**config.mk**
```make
export PLATFORM = sky130hd
export DESIGN_NAME = codec_clk_host
export DESIGN_NICKNAME = d
export VERILOG_FILES = /design/src/core/codec_clk_pkg.sv /design/src/core/codec_clk_host.sv
export SDC_FILE = /design/constraint.sdc
export NUM_CORES = 1
export LEC_CHECK = 0
export BUFFER_PORTS_ARGS = -buffer_cell sky130_fd_sc_hd__buf_2
export CAP_MARGIN = 20
export CELL_PAD_IN_SITES_DETAIL_PLACEMENT = 0
export CELL_PAD_IN_SITES_GLOBAL_PLACEMENT = 1
export CORE_ASPECT_RATIO = 0.9
export CORE_MARGIN = 2
export CORE_UTILIZATION = 46
export CTS_BUF_LIST = sky130_fd_sc_hd__clkbuf_4 sky130_fd_sc_hd__clkbuf_8 sky130_fd_sc_hd__clkbuf_16
export CTS_CLUSTER_SIZE = 10
export DETAILED_ROUTE_END_ITERATION = 10
export GPL_ROUTABILITY_DRIVEN = 0
export GPL_TIMING_DRIVEN = 0
export PLACE_DENSITY_LB_ADDON = 0.1
export SETUP_SLACK_MARGIN = 0.5
export SKIP_CTS_REPAIR_TIMING = 1
export SYNTH_ARGS = -nofsm -noshare
export SYNTH_HDL_FRONTEND = slang
export SYNTH_SLANG_ARGS = --single-unit
```
**constraint.sdc**
```tcl
create_clock -name i_sys_clk -period 6.9 [get_ports i_sys_clk]
set_input_delay 0.69 -clock i_sys_clk [delete_from_list [all_inputs] [get_ports i_sys_clk]]
set_output_delay 0.69 -clock i_sys_clk [all_outputs]
set_load 0.005 [all_outputs]
```
**src/core/codec_clk_pkg.sv**
```systemverilog
// Package for the codec clock and power-up initialization controller.
// Assumes a control-port master outside that moves single register bytes.
package codec_clk_pkg;

    // ****************************************************************
    // Device register map
    // ****************************************************************
    localparam logic [7:0] CLOCK_CONTROL_ADDR     = 8'h00;
    localparam logic [7:0] PLL_PARAM_FIRST_ADDR   = 8'h01;
    localparam logic [7:0] PLL_RATIO_CONTROL_ADDR = 8'h05;
    localparam logic [7:0] PLL_LOCK_STATUS_ADDR   = 8'h06;
    localparam logic [7:0] DSP_RUN_CONTROL_ADDR   = 8'h09;

    // Clock control, lock status and DSP run field positions
    localparam int CORE_EN_BIT   = 0;
    localparam int SRC_SEL_BIT   = 3;
    localparam int CDIV_BIT      = 1;
    localparam int MDIV_BIT      = 2;
    localparam int PLL_EN_BIT    = 7;
    localparam int LOCK_BIT      = 0;
    localparam int DSP_RUN_BIT   = 0;

    // Pll ratio control field positions
    localparam int FRAC_BIT      = 0;
    localparam int X_LSB         = 1;
    localparam int R_LSB         = 3;

    // ****************************************************************
    // Controller's own register map (plain port)
    // ****************************************************************
    localparam logic [3:0] CMD_CTRL_ADDR   = 4'h0;
    localparam logic [3:0] CMD_CLKCFG_ADDR = 4'h1;
    localparam logic [3:0] CMD_PARAM0_ADDR = 4'h2;
    localparam logic [3:0] CMD_STATUS_ADDR = 4'h7;
    localparam logic [3:0] CMD_XFER_ADDR   = 4'h8;
    localparam logic [3:0] CMD_XDATA_ADDR  = 4'h9;
    localparam int         PARAM_COUNT     = 5;

    // Ctrl bits
    localparam int CTL_START_BIT = 0;
    localparam int CTL_USEPLL_BIT = 1;

    // ****************************************************************
    // Timing
    // ****************************************************************
    localparam int CLK_MHZ         = 100;
    localparam int RESET_WAIT_MS   = 15;
    localparam int RESET_WAIT_CYC  = RESET_WAIT_MS * 1000 * CLK_MHZ;
    localparam int LOCK_POLL_LIMIT = 1000;

    typedef enum {
        ST_BOOT, ST_IDLE, ST_PLL_OFF, ST_PARAM, ST_PLL_ON, ST_POLL_RD,
        ST_POLL_WAIT, ST_CORE_ON, ST_READY, ST_XFER, ST_XFER_WAIT, ST_FAIL
    } state_t;

    // One access on the device control port
    typedef struct packed {
        logic       wr;
        logic       rd;
        logic [7:0] addr;
        logic [7:0] wdata;
    } dev_req_t;

endpackage

```
**src/core/codec_clk_host.sv**
```systemverilog
// Host controller that programs the codec clock tree and PLL at power-up.
// Assumes a device port that takes one byte access per request and answers
// with a done pulse; software drives the plain command port.
// What the datasheet requires
// - Crystal source: set core enable bit 0 of clock control to run oscillator.
// - When the PLL is used, program it for exactly 24.576 MHz.
// - Bypass only with a 12.288 or 24.576 MHz reference clock.
// - Never rewrite divider fields after setup; source select may change live.
// - Choose dividers so master and core clocks are 12.288 MHz.
// - Keep core clock off during lock; poll lock; enable after lock.
// - Clear PLL enable, write 0x01-0x05, set enable, poll 0x06, set core.
// - During lock only 0x00-0x06 accessible until core enable and lock.
// - After DSP run is set, do not touch decimator or DAC source fields; the code only reports DSP run in status and still passes every later write.
// - PLL reference between 8 and 27 MHz; mode chosen by frequency.
// - Fractional output is (R+N/M)/2 times reference; N/M within 0.1-0.9.
// - PLL output must stay between 20.5 and 27 MHz.
// - Clock output times-2 only valid when master divider halves.
`timescale 1ns/100ps
module codec_clk_host #(
    parameter int RESET_WAIT = codec_clk_pkg::RESET_WAIT_CYC
) (
    input  wire logic        i_sys_clk,
    input  wire logic        i_rst,
    input  wire logic [3:0]  i_cmd_addr,
    input  wire logic [7:0]  i_cmd_wdata,
    input  wire logic        i_cmd_wr,
    input  wire logic        i_cmd_rd,
    output logic      [7:0]  o_cmd_rdata,
    output logic             o_dev_wr,
    output logic             o_dev_rd,
    output logic      [7:0]  o_dev_addr,
    output logic      [7:0]  o_dev_wdata,
    input  wire logic        i_dev_done,
    input  wire logic [7:0]  i_dev_rdata
);

    // ****************************************************************
    // Command registers
    // ****************************************************************
    logic [7:0]  ctrl_reg;
    logic [7:0]  clkcfg_reg;
    logic [7:0]  param_reg [codec_clk_pkg::PARAM_COUNT];
    logic [7:0]  xfer_addr_reg;
    logic [7:0]  xfer_data_reg;
    logic        xfer_wr_reg;
    logic        xfer_go_reg;
    logic        frozen_reg;
    logic        locked_reg;
    logic        ready_reg;
    logic        fail_reg;
    logic        dsp_run_reg;
    logic        refused_reg;
    logic [7:0]  rdata_reg;
    codec_clk_pkg::state_t      state_reg;
    codec_clk_pkg::dev_req_t    req_reg;
    logic [31:0] wait_reg;
    logic [2:0]  idx_reg;
    logic [9:0]  poll_reg;

    // ****************************************************************
    // Decode
    // ****************************************************************
    wire ctrl_hit   = i_cmd_wr && (i_cmd_addr == codec_clk_pkg::CMD_CTRL_ADDR);
    wire clkcfg_hit = i_cmd_wr
                   && (i_cmd_addr == codec_clk_pkg::CMD_CLKCFG_ADDR);
    wire param_hit  = i_cmd_wr && (i_cmd_addr >= codec_clk_pkg::CMD_PARAM0_ADDR)
                   && (i_cmd_addr < codec_clk_pkg::CMD_STATUS_ADDR);
    wire xaddr_hit  = i_cmd_wr && (i_cmd_addr == codec_clk_pkg::CMD_XFER_ADDR);
    wire xdata_hit  = i_cmd_wr && (i_cmd_addr == codec_clk_pkg::CMD_XDATA_ADDR);
    wire [2:0] pidx = 3'(i_cmd_addr - codec_clk_pkg::CMD_PARAM0_ADDR);
    wire start      = ctrl_hit && i_cmd_wdata[codec_clk_pkg::CTL_START_BIT];
    wire use_pll    = ctrl_reg[codec_clk_pkg::CTL_USEPLL_BIT];
    // Divider bits kept from first setup; only source select follows cfg
    wire src_only   = (xfer_addr_reg == codec_clk_pkg::CLOCK_CONTROL_ADDR);
    wire dev_lock   = i_dev_rdata[codec_clk_pkg::LOCK_BIT];
    // Core enable must stay clear until lock, so setup byte drops bit 0
    wire [7:0] cfg_nocore = clkcfg_reg
                          & ~(8'h01 << codec_clk_pkg::CORE_EN_BIT)
                          & ~(8'h01 << codec_clk_pkg::PLL_EN_BIT);
    wire [7:0] cfg_pll  = cfg_nocore | (8'h01 << codec_clk_pkg::PLL_EN_BIT);
    wire [7:0] cfg_core = (use_pll ? cfg_pll : cfg_nocore)
                        | (8'h01 << codec_clk_pkg::CORE_EN_BIT);
    wire [7:0] dsp_bit  = 8'h01 << codec_clk_pkg::DSP_RUN_BIT;

    // ****************************************************************
    // Command port writes
    // ****************************************************************
    always_ff @(posedge i_sys_clk or posedge i_rst) begin
        if (i_rst) begin
            ctrl_reg      <= 8'h00;
            clkcfg_reg    <= 8'h00;
            xfer_addr_reg <= 8'h00;
            xfer_data_reg <= 8'h00;
        end else begin
            if (ctrl_hit)
                ctrl_reg <= i_cmd_wdata & ~8'h01;
            // Dividers freeze after setup; source select stays live
            if (clkcfg_hit && !frozen_reg)
                clkcfg_reg <= i_cmd_wdata;
            else if (clkcfg_hit)
                clkcfg_reg[codec_clk_pkg::SRC_SEL_BIT] <=
                    i_cmd_wdata[codec_clk_pkg::SRC_SEL_BIT];
            if (xaddr_hit)
                xfer_addr_reg <= i_cmd_wdata;
            if (xdata_hit)
                xfer_data_reg <= i_cmd_wdata;
            if (state_reg == codec_clk_pkg::ST_XFER_WAIT && i_dev_done
                && !xfer_wr_reg)
                xfer_data_reg <= i_dev_rdata;
        end
    end

    // Pll parameter bytes, one per device register 0x01..0x05
    generate
        for (genvar g = 0; g < codec_clk_pkg::PARAM_COUNT; g++) begin : g_par
            always_ff @(posedge i_sys_clk or posedge i_rst) begin
                if (i_rst)
                    param_reg[g] <= 8'h00;
                else if (param_hit && pidx == 3'(g) && !frozen_reg)
                    param_reg[g] <= i_cmd_wdata;
            end
        end
    endgenerate

    // ****************************************************************
    // Initialization sequencer
    // ****************************************************************
    always_ff @(posedge i_sys_clk or posedge i_rst) begin
        if (i_rst) begin
            state_reg   <= codec_clk_pkg::ST_BOOT;
            req_reg     <= '0;
            wait_reg    <= 32'h0;
            idx_reg     <= 3'h0;
            poll_reg    <= 10'h0;
            frozen_reg  <= 1'b0;
            locked_reg  <= 1'b0;
            ready_reg   <= 1'b0;
            fail_reg    <= 1'b0;
            xfer_go_reg <= 1'b0;
            xfer_wr_reg <= 1'b0;
            dsp_run_reg <= 1'b0;
            refused_reg <= 1'b0;
        end else begin
            req_reg.wr <= 1'b0;
            req_reg.rd <= 1'b0;
            if (i_cmd_wr && i_cmd_addr == codec_clk_pkg::CMD_STATUS_ADDR)
                refused_reg <= 1'b0;
            case (state_reg)
                // Device is still in its own power-up reset
                codec_clk_pkg::ST_BOOT: begin
                    wait_reg <= wait_reg + 32'h1;
                    if (wait_reg >= 32'(RESET_WAIT - 1))
                        state_reg <= codec_clk_pkg::ST_IDLE;
                end
                codec_clk_pkg::ST_IDLE: begin
                    if (start) begin
                        state_reg   <= codec_clk_pkg::ST_PLL_OFF;
                        req_reg.wr    <= 1'b1;
                        req_reg.addr  <= codec_clk_pkg::CLOCK_CONTROL_ADDR;
                        req_reg.wdata <= cfg_nocore;
                    end else if (xfer_go_reg) begin
                        xfer_go_reg <= 1'b0;
                        refused_reg <= 1'b1;
                    end
                end
                // Pll disabled, then program 0x01..0x05 in order, or go straight to core on when the PLL is not used
                codec_clk_pkg::ST_PLL_OFF: begin
                    if (i_dev_done) begin
                        idx_reg <= 3'h0;
                        if (use_pll) begin
                            state_reg     <= codec_clk_pkg::ST_PARAM;
                            req_reg.wr    <= 1'b1;
                            req_reg.addr  <=
                                codec_clk_pkg::PLL_PARAM_FIRST_ADDR;
                            req_reg.wdata <= param_reg[0];
                        end else begin
                            state_reg     <= codec_clk_pkg::ST_CORE_ON;
                            req_reg.wr    <= 1'b1;
                            req_reg.addr  <=
                                codec_clk_pkg::CLOCK_CONTROL_ADDR;
                            req_reg.wdata <= cfg_core;
                        end
                    end
                end
                codec_clk_pkg::ST_PARAM: begin
                    if (i_dev_done) begin
                        req_reg.wr <= 1'b1;
                        if (idx_reg == 3'(codec_clk_pkg::PARAM_COUNT - 1)) begin
                            state_reg     <= codec_clk_pkg::ST_PLL_ON;
                            req_reg.addr  <=
                                codec_clk_pkg::CLOCK_CONTROL_ADDR;
                            req_reg.wdata <= cfg_pll;
                        end else begin
                            idx_reg       <= idx_reg + 3'h1;
                            req_reg.addr  <= req_reg.addr + 8'h01;
                            req_reg.wdata <= param_reg[idx_reg + 3'h1];
                        end
                    end
                end
                codec_clk_pkg::ST_PLL_ON: begin
                    if (i_dev_done) begin
                        state_reg    <= codec_clk_pkg::ST_POLL_RD;
                        poll_reg     <= 10'h0;
                    end
                end
                // Poll lock status; core stays gated meanwhile
                codec_clk_pkg::ST_POLL_RD: begin
                    state_reg    <= codec_clk_pkg::ST_POLL_WAIT;
                    req_reg.rd   <= 1'b1;
                    req_reg.addr <= codec_clk_pkg::PLL_LOCK_STATUS_ADDR;
                end
                codec_clk_pkg::ST_POLL_WAIT: begin
                    if (i_dev_done && dev_lock) begin
                        state_reg     <= codec_clk_pkg::ST_CORE_ON;
                        locked_reg    <= 1'b1;
                        req_reg.wr    <= 1'b1;
                        req_reg.addr  <= codec_clk_pkg::CLOCK_CONTROL_ADDR;
                        req_reg.wdata <= cfg_core;
                    end else if (i_dev_done) begin
                        poll_reg <= poll_reg + 10'h1;
                        if (poll_reg == 10'(codec_clk_pkg::LOCK_POLL_LIMIT - 1))
                            state_reg <= codec_clk_pkg::ST_FAIL;
                        else
                            state_reg <= codec_clk_pkg::ST_POLL_RD;
                    end
                end
                codec_clk_pkg::ST_CORE_ON: begin
                    if (i_dev_done) begin
                        state_reg  <= codec_clk_pkg::ST_READY;
                        frozen_reg <= 1'b1;
                        ready_reg  <= 1'b1;
                    end
                end
                // Software byte access once core is up, and lock too when the PLL is used
                codec_clk_pkg::ST_READY: begin
                    if (xfer_go_reg) begin
                        xfer_go_reg <= 1'b0;
                        state_reg   <= codec_clk_pkg::ST_XFER;
                    end
                end
                codec_clk_pkg::ST_XFER: begin
                    state_reg    <= codec_clk_pkg::ST_XFER_WAIT;
                    xfer_wr_reg  <= ctrl_reg[2];
                    req_reg.wr   <= ctrl_reg[2];
                    req_reg.rd   <= !ctrl_reg[2];
                    req_reg.addr <= xfer_addr_reg;
                    // Clock control keeps frozen dividers, only source moves
                    req_reg.wdata <= src_only ? cfg_core
                                              : xfer_data_reg;
                    if (ctrl_reg[2] && xfer_addr_reg ==
                        codec_clk_pkg::DSP_RUN_CONTROL_ADDR)
                        dsp_run_reg <= |(xfer_data_reg & dsp_bit);
                end
                codec_clk_pkg::ST_XFER_WAIT: begin
                    if (i_dev_done)
                        state_reg <= codec_clk_pkg::ST_READY;
                end
                codec_clk_pkg::ST_FAIL: begin
                    fail_reg <= 1'b1;
                    if (start)
                        state_reg <= codec_clk_pkg::ST_IDLE;
                end
                default: state_reg <= codec_clk_pkg::ST_IDLE;
            endcase
            // Set after the case so a new go wins over its consume
            if (i_cmd_wr && i_cmd_addr == codec_clk_pkg::CMD_XDATA_ADDR + 4'h1)
                xfer_go_reg <= 1'b1;
        end
    end

    // ****************************************************************
    // Read-back and device port
    // ****************************************************************
    wire [7:0] status_word = {2'b00, refused_reg, dsp_run_reg, fail_reg,
                              frozen_reg, locked_reg, ready_reg};
    wire [7:0] rd_mux =
        (i_cmd_addr == codec_clk_pkg::CMD_CTRL_ADDR)   ? ctrl_reg      :
        (i_cmd_addr == codec_clk_pkg::CMD_CLKCFG_ADDR) ? clkcfg_reg    :
        (i_cmd_addr == codec_clk_pkg::CMD_STATUS_ADDR) ? status_word   :
        (i_cmd_addr == codec_clk_pkg::CMD_XFER_ADDR)   ? xfer_addr_reg :
        (i_cmd_addr == codec_clk_pkg::CMD_XDATA_ADDR)  ? xfer_data_reg :
        (i_cmd_addr >= codec_clk_pkg::CMD_PARAM0_ADDR
         && i_cmd_addr < codec_clk_pkg::CMD_STATUS_ADDR) ? param_reg[pidx] :
        8'h00;

    // Read data stands the cycle after the strobe
    always_ff @(posedge i_sys_clk or posedge i_rst) begin
        if (i_rst)
            rdata_reg <= 8'h00;
        else
            rdata_reg <= i_cmd_rd ? rd_mux : 8'h00;
    end

    assign o_cmd_rdata = rdata_reg;
    assign o_dev_wr    = req_reg.wr;
    assign o_dev_rd    = req_reg.rd;
    assign o_dev_addr  = req_reg.addr;
    assign o_dev_wdata = req_reg.wdata;

endmodule

```
### Word level (Yosys, flattened, before mapping)

Index checks and enable logic that the tools add are counted.

| storage, ports and cells | value |
|---|---|
| register bits | 181 |
| output and inout port bits | 26 |
| word-level logic and storage cells | 188 |

| operators by class | value |
|---|---|
| $add $sub $neg | 5 |
| $lt $le $gt $ge | 5 |
| equality and inequality tests | 39 |
| multiplexer cells | 61 |
| bitwise gates (word level) | 2 |
| reduce and logical (&&, ||, !) cells | 50 |

Operators by type and width:

| cell | number |
|---|---|
| $mux W32 | 11 |
| $pmux W32 S11 | 1 |
| $eq A32 B3 Y1 const B | 4 |
| $eq A32 B4 Y1 const B | 4 |
| $mux W8 | 15 |
| $mux W16 | 5 |
| $eq A32 B2 Y1 const B | 2 |
| $bmux W8 S3 | 2 |
| $pmux W8 S6 | 1 |
| $pmux W8 S5 | 1 |
| $add A32 B1 Y32 const B | 1 |
| $eq A32 B1 Y1 const B | 1 |
| $eq A32 B5 Y1 const B | 1 |
| $ge A32 B21 Y1 const B | 1 |
| $logic_not A32 Y1 | 1 |
| $mux W10 | 3 |
| $logic_and A1 B1 Y1 | 25 |
| $ne A2 B2 Y1 const B | 12 |
| $pmux W10 S2 | 1 |
| $eq A4 B4 Y1 const B | 3 |
| $mux W3 | 4 |
| $mux W1 | 11 |
| $add A10 B1 Y10 const B | 1 |
| $eq A10 B10 Y1 const B | 1 |
| other kinds (33) | 50 |

### Logic depth before layout (Yosys ltp)

| depth | value |
|---|---|
| depth after elaboration | 12 |
| depth in mapped cells | 10 |
| mapped depth without buffers | 7 |

### Worst setup path after synthesis

No wires, ideal clock.

| timing | value |
|---|---|
| path type | input -> register |
| start point | in i_cmd_addr[0] |
| end point | reg state_reg[3] |
| arrival | 2.397 ns |
| slack | 4.378 ns |
| cell stages on the path | 7 |
| path buffers | 2 |
| path through | buf_6 > or4_4 > buf_6 > nor2_8 > o311ai_4 > a311oi_4 > mux2_4 |

| between the ends | value |
|---|---|
| word-level cells in the longest chain between the ends | 5 |
| elaborated cells between the ends (all ways) | 6 |
| classes of those cells | eq/ne: 2; reduce/logical: 4 |

Ends and longest elaborated chain:

| item | line | RTL |
|---|---|---|
| from (decl) | codec_clk_host.sv:24 | `input wire logic [3:0] i_cmd_addr,` |
| $logic_not A4 Y1 * | codec_clk_host.sv:63 | `wire ctrl_hit = i_cmd_wr && (i_cmd_addr == codec_clk_pkg::CMD_CTRL_ADDR);` |
| $logic_and A1 B1 Y1 * | codec_clk_host.sv:63 |  |
| $logic_and A1 B1 Y1 * | codec_clk_host.sv:71 | `wire start = ctrl_hit && i_cmd_wdata[codec_clk_pkg::CTL_START_BIT];` |
| $ne A2 B2 Y1 (no line) | -- |  |
| $reduce_and A10 Y1 (no line) * | -- |  |
| to (signal assigned) | codec_clk_host.sv:130 | `state_reg <= codec_clk_pkg::ST_BOOT;` |
| to (signal assigned) | codec_clk_host.sv:153 | `state_reg <= codec_clk_pkg::ST_IDLE;` |
| to (signal assigned) | codec_clk_host.sv:157 | `state_reg <= codec_clk_pkg::ST_PLL_OFF;` |
| to (decl) | codec_clk_host.sv:54 | `codec_clk_pkg::state_t state_reg;` |

Mark *: on every way between the ends. The rest lies on a longest branch, timed or not.
A chain may end at the register's enable or synchronous reset.

### Worst setup path after layout

| timing | value |
|---|---|
| start point | reg idx_reg[0] |
| end point | reg req_reg (netlist bit o_dev_wdata[5]) |

| between the ends | value |
|---|---|
| word-level cells in the longest chain between the ends | 8 |
| elaborated cells between the ends (all ways) | 9 |
| classes of those cells | add/sub: 1; eq/ne: 1; mux: 6; bitwise: 1 |

Ends and longest elaborated chain:

| item | line | RTL |
|---|---|---|
| from (decl) | codec_clk_host.sv:57 | `logic [2:0] idx_reg;` |
| from (signal assigned) | codec_clk_host.sv:194 | `idx_reg <= idx_reg + 3'h1;` |
| $add A3 B1 Y3 | codec_clk_host.sv:196 | `req_reg.wdata <= param_reg[idx_reg + 3'h1];` |
| $not A3 Y4 (implied by the code) | codec_clk_host.sv:196 |  |
| $bmux W8 S3 | codec_clk_host.sv:196 |  |
| $mux W8 (implied by the code) (2 in series) | codec_clk_host.sv:196 |  |
| $mux W16 * | codec_clk_host.sv:188 | `if (idx_reg == 3'(codec_clk_pkg::PARAM_COUNT - 1)) begin` |
| $mux W16 * | codec_clk_host.sv:186 | `if (i_dev_done) begin` |
| $pmux W8 S5 * | codec_clk_host.sv:148 | `case (state_reg)` |
| to (decl) | codec_clk_host.sv:55 | `codec_clk_pkg::dev_req_t req_reg;` |

Mark *: on every way between the ends. The rest lies on a longest branch, timed or not. The select of a mux whose other input is x is not followed.

==> run_results.csv <==
group,metric,value,unit
run_status,run_status,"finished, final reports clean",
setup_path,worst_path_largest_cell_delay,0.51,ns
placement,dpl-instance-area,8800,um^2
cells_and_area,area_growth_syn_to_layout,14.1,%
timing,timing_worst_slew_pin_value,1.02,ns
floorplan,die_area,19000,um^2
synthesis,syn-num-nets,836,
cells_and_area,num-nets-final,906,
pwr,cellInternalPower,2160,uW
pwr,netSwitchingFraction,36.1,%
timing,final-max-slew-violation-count,0,
floorplan,placement_rows,46,
routing,routed-via-count,6839,
floorplan,core_area,17600,um^2
synthesis,synth_compound_area_share,14.5,%
setup_path,crit_slowest_cell,"sky130_fd_sc_hd__dfrtp_1",
synthesis,ys_async_sr_fraction,100,%
cells_and_area,antennaDiodeCount,0,
floorplan,dieHeight,131,um
synthesis,portion_of_the_post_synthesis_area_used_by_sequential_elements,46.6,%
setup_path,setup.worst_path.end,"o_dev_wdata[5]$_DFFE_PP0P_",
timing,final.setup.worst_slack,3.97,ns
synthesis,synth_top_family_by_area,"simple AND/OR/NAND/NOR gates",
synthesis,syn_inst,806,
setup_path,timing.critical_path.mode_cell,"sky130_fd_sc_hd__clkbuf_1",
floorplan,start_util,46.8,%
pwr,seq_power_share,41.9,%
pwr,total_power,3380,uW
pwr,power.ir.vdd_worst,0.231,mV
clocking,cts-root-buf,"sky130_fd_sc_hd__clkbuf_16",
setup_path,crit_path_end_kind,"flop",
job,timing.max_cap.violations,0,
synthesis,synth-adder-area-share,0.761,%
synthesis,syn_avg_cell_area,10.2,um^2
setup_path,crit_start,"idx_reg[0]$_DFFE_PP0P_",
synthesis,synth_xor_xnor_area_share,3.94,%
timing,max_freq,341,MHz
cells_and_area,flip_flop_count_of_the_largest_register_all_copies_and_words_added,40,
routing,drt_iter0_drc,737,
timing,timing.final.crit_share,42.4,%
routing,post_drt_wl_per_cell,21.1,um
synthesis,yosys-mux-area-fraction,13.6,%
setup_path,worst_ep_required_time,7.20,ns
cells_and_area,drive_gt1_share,21.4,%
synthesis,synth-simple-area-share,17.6,%
grt,grt.overflow.total,0,
clocking,cts.path.max_buffers,2,
clocking,cts_inserted_buffers,17,
synthesis,synth_top_flop_cell,"sky130_fd_sc_hd__dfrtp_1",
grt,grt_pass1_vias,6730,
pwr,power_share_of_the_combinational_group,31.4,%
timing,timing_hold_violations_final,0,
synthesis,synth.distinct_cells,73,
cells_and_area,layoutNonFillerInstCount,1128,
timing,post-route-min-period,2.93,ns
synthesis,synth_edf_count,0,
setup_path,category_of_the_worst_setup_path_launch_point,"flop",
timing,setup_repair_after_global_routing_missed_its_margin,"no",
timing,fin_tns_setup,0,ns
pwr,power_frac_clock,26.7,%
clocking,clock_insertion_delay_worst_skew,0.43,ns
placement,place_worst_setup_slack,3.98,ns
grt,grt_first_pass_wirelength,37.7,mm
synthesis,yosys_warnings,0,
routing,antenna_left,0,
worst_hold_path,min_path_type,"input pin to async pin",
grt,grt_antenna_before_repair,1,
floorplan,fp.dieW,145,um
routing,drc,0,
timing,number_of_failing_setup_endpoints_in_the_final_timing_report,0,
setup_path,critical_path.cell_chain,"buf_2 -> inv_1 -> ha_1 -> clkbuf_1 -> nor2b_1 -> clkbuf_1 -> nand3_1 -> a21oi_1 -> a221oi_1 -> a31oi_1",
clocking,clkTransAtPathRegs,0.06,ns
clocking,tritoncts,"done",
cells_and_area,layout.filler_cells,1604,
synthesis,mappedNetlistArea,8220,um^2
setup_path,crit-reg2reg-launch,"idx_reg[0]$_DFFE_PP0P_",
routing,firstDrtPassIters,6,
pwr,total_leakage_power,0.00416,uW
routing,drt_wl_total,23.8,mm
setup_path,timing_worst_setup_path_type,"flop to flop",
placement,hpwlAfterDp,17.1,mm
clocking,htree_levels,4,
routing,route.detailed.vias_per_inst,6.06,
grt,gr-usage-all-layers,26.0,%
placement,port_buffers,46,
setup_path,arrival,3.22,ns
clocking,cts_sinks,153,
timing,final.setup_skew,0.00541,ns
grt,grt_start_max_net_pins,91,
setup_path,rr_endpoint,"o_dev_wdata[5]$_DFFE_PP0P_",
pwr,power.density,360,nW/um^2
floorplan,io_pins,51,
timing,timing.slew.headroom,31.5,%
cells_and_area,finalInstanceArea,9380,um^2
pwr,p_switching,1220,uW
setup_path,rrSetupSlack,3.97,ns
placement,dp_cells,1094,
synthesis,ys_ff_latch,153,
setup_path,cp_max_fo,10,
setup_path,r2r_cells,10,
## placed cells by master (no fill, tap or decap), drive strengths merged, types with 4 or more instances in the layout
cell,instances
clkinv,9
o21ai,50
a221oi,10
buf,64
nand4,9
xor2,20
clkbuf,45
inv,20
mux2i,13
nor2b,11
and3,17
o221ai,5
a21o,9
nor2,64
dfrtp,153
mux4,9
nor4,9
a31oi,9
mux2,69
nor3b,5
nand3,30
ha,5
o22ai,14
xnor2,17
a21oi,48
a222oi,4
nand2,74
nand2b,16
nor3,18
o211ai,4
and2,4
## cells by family after synthesis
logic type               after synthesis
AO/OA/AOI/OAI                        183
XOR/XNOR                              37
adder cells (fa/ha/maj)                5
buffers and inverters                 59
flip-flops                           153
multiplexers                          91
AND/OR/NAND/NOR                      278
## synthesized netlist by cell type (all sizes together), types with 3 or more instances
master	instances	area [um^2]
and2	4	25.0
clkbuf	24	90.1
nor4b	3	26.3
and3	17	106
ha	5	62.6
nand3	30	150
a21oi	48	240
a31oi	9	56.3
dfrtp	153	3830
nand4	9	56.3
nor3b	5	42.5
xor2	20	175
nor3	18	90.1
and4	3	26.3
nor2	64	257
nand2b	16	100
a211oi	3	22.5
mux2i	13	130
a222oi	4	40.0
o21a	3	22.5
a21o	9	67.6
o22ai	14	87.6
a221oi	10	87.6
o31ai	3	22.5
o221ai	5	43.8
o211ai	4	30.0
mux4	9	203
inv	19	71.3
nand2	74	280
nor4	9	83.8
xnor2	17	149
nor2b	11	68.8
buf	15	85.1
o21ai	50	250
mux2	69	785
## critical path, delay by kind of cell (launching register included)
kind | cells | cell delay [ns]
buf+inv | 4 | 1.23
flops | 1 | 0.51
fa+ha+maj | 1 | 0.28
compound gates | 3 | 0.51
simple gates | 2 | 0.26
## final cells by class
type	count	area [um^2]	share of cell area, %
Multi-Input combinational cell	594	4140	44.2
Buffer	39	175	1.87
Timing Repair Buffer	51	290	3.09
Clock buffer	20	467	4.97
Clock inverter	11	97.6	1.04
Sequential cell	153	3830	40.8
Inverter	20	80.1	0.853
Tap cell	240	300	3.20
## per-stage QoR
| step | utilization, % | hold slack (ns) |
|---|---|---|
| 6_report | 53.4 | 0.393 |
| 5_1_grt | 53.4 | 0.492 |
| 4_1_cts | 53.3 | 0.469 |
| 3_5_place_dp | 50.1 | 0.456 |
| 3_3_place_gp | 49.9 | 0.455 |
| 2_1_floorplan | - | 0.439 |
## power groups by stage
stage	Clock, uW	Sequential [uW]	Combinational, uW
after floorplan	0	1310	777
after global placement	0	1410	1030
after detailed placement	0	1420	1050
after CTS	917	1400	1050
after global routing	961	1440	1170
final	902	1420	1060
## routing by layer
metal	GRT usage, %	vias to the layer above	share of wire [%]
li1	-	3092	-
met1	37.1	3401	46
met2	38.2	301	42
met3	6.53	45	9.1
met4	10.4	0	2.3
met5	0	-	0
## worst min-delay path by stage
stage,from,to,slack (ns),cells past startpoint
2_1_floorplan,wait_reg[15]$_DFFE_PP0P_,wait_reg[15]$_DFFE_PP0P_,0.44,1
3_3_place_gp,wait_reg[15]$_DFFE_PP0P_,wait_reg[15]$_DFFE_PP0P_,0.46,1
3_5_place_dp,wait_reg[15]$_DFFE_PP0P_,wait_reg[15]$_DFFE_PP0P_,0.46,1
4_1_cts,i_rst,wait_reg[26]$_DFFE_PP0P_,0.47,2
5_1_grt,i_rst,wait_reg[29]$_DFFE_PP0P_,0.49,2
6_report,i_rst,wait_reg[29]$_DFFE_PP0P_,0.39,2
(Power assumes the default switching activity.)
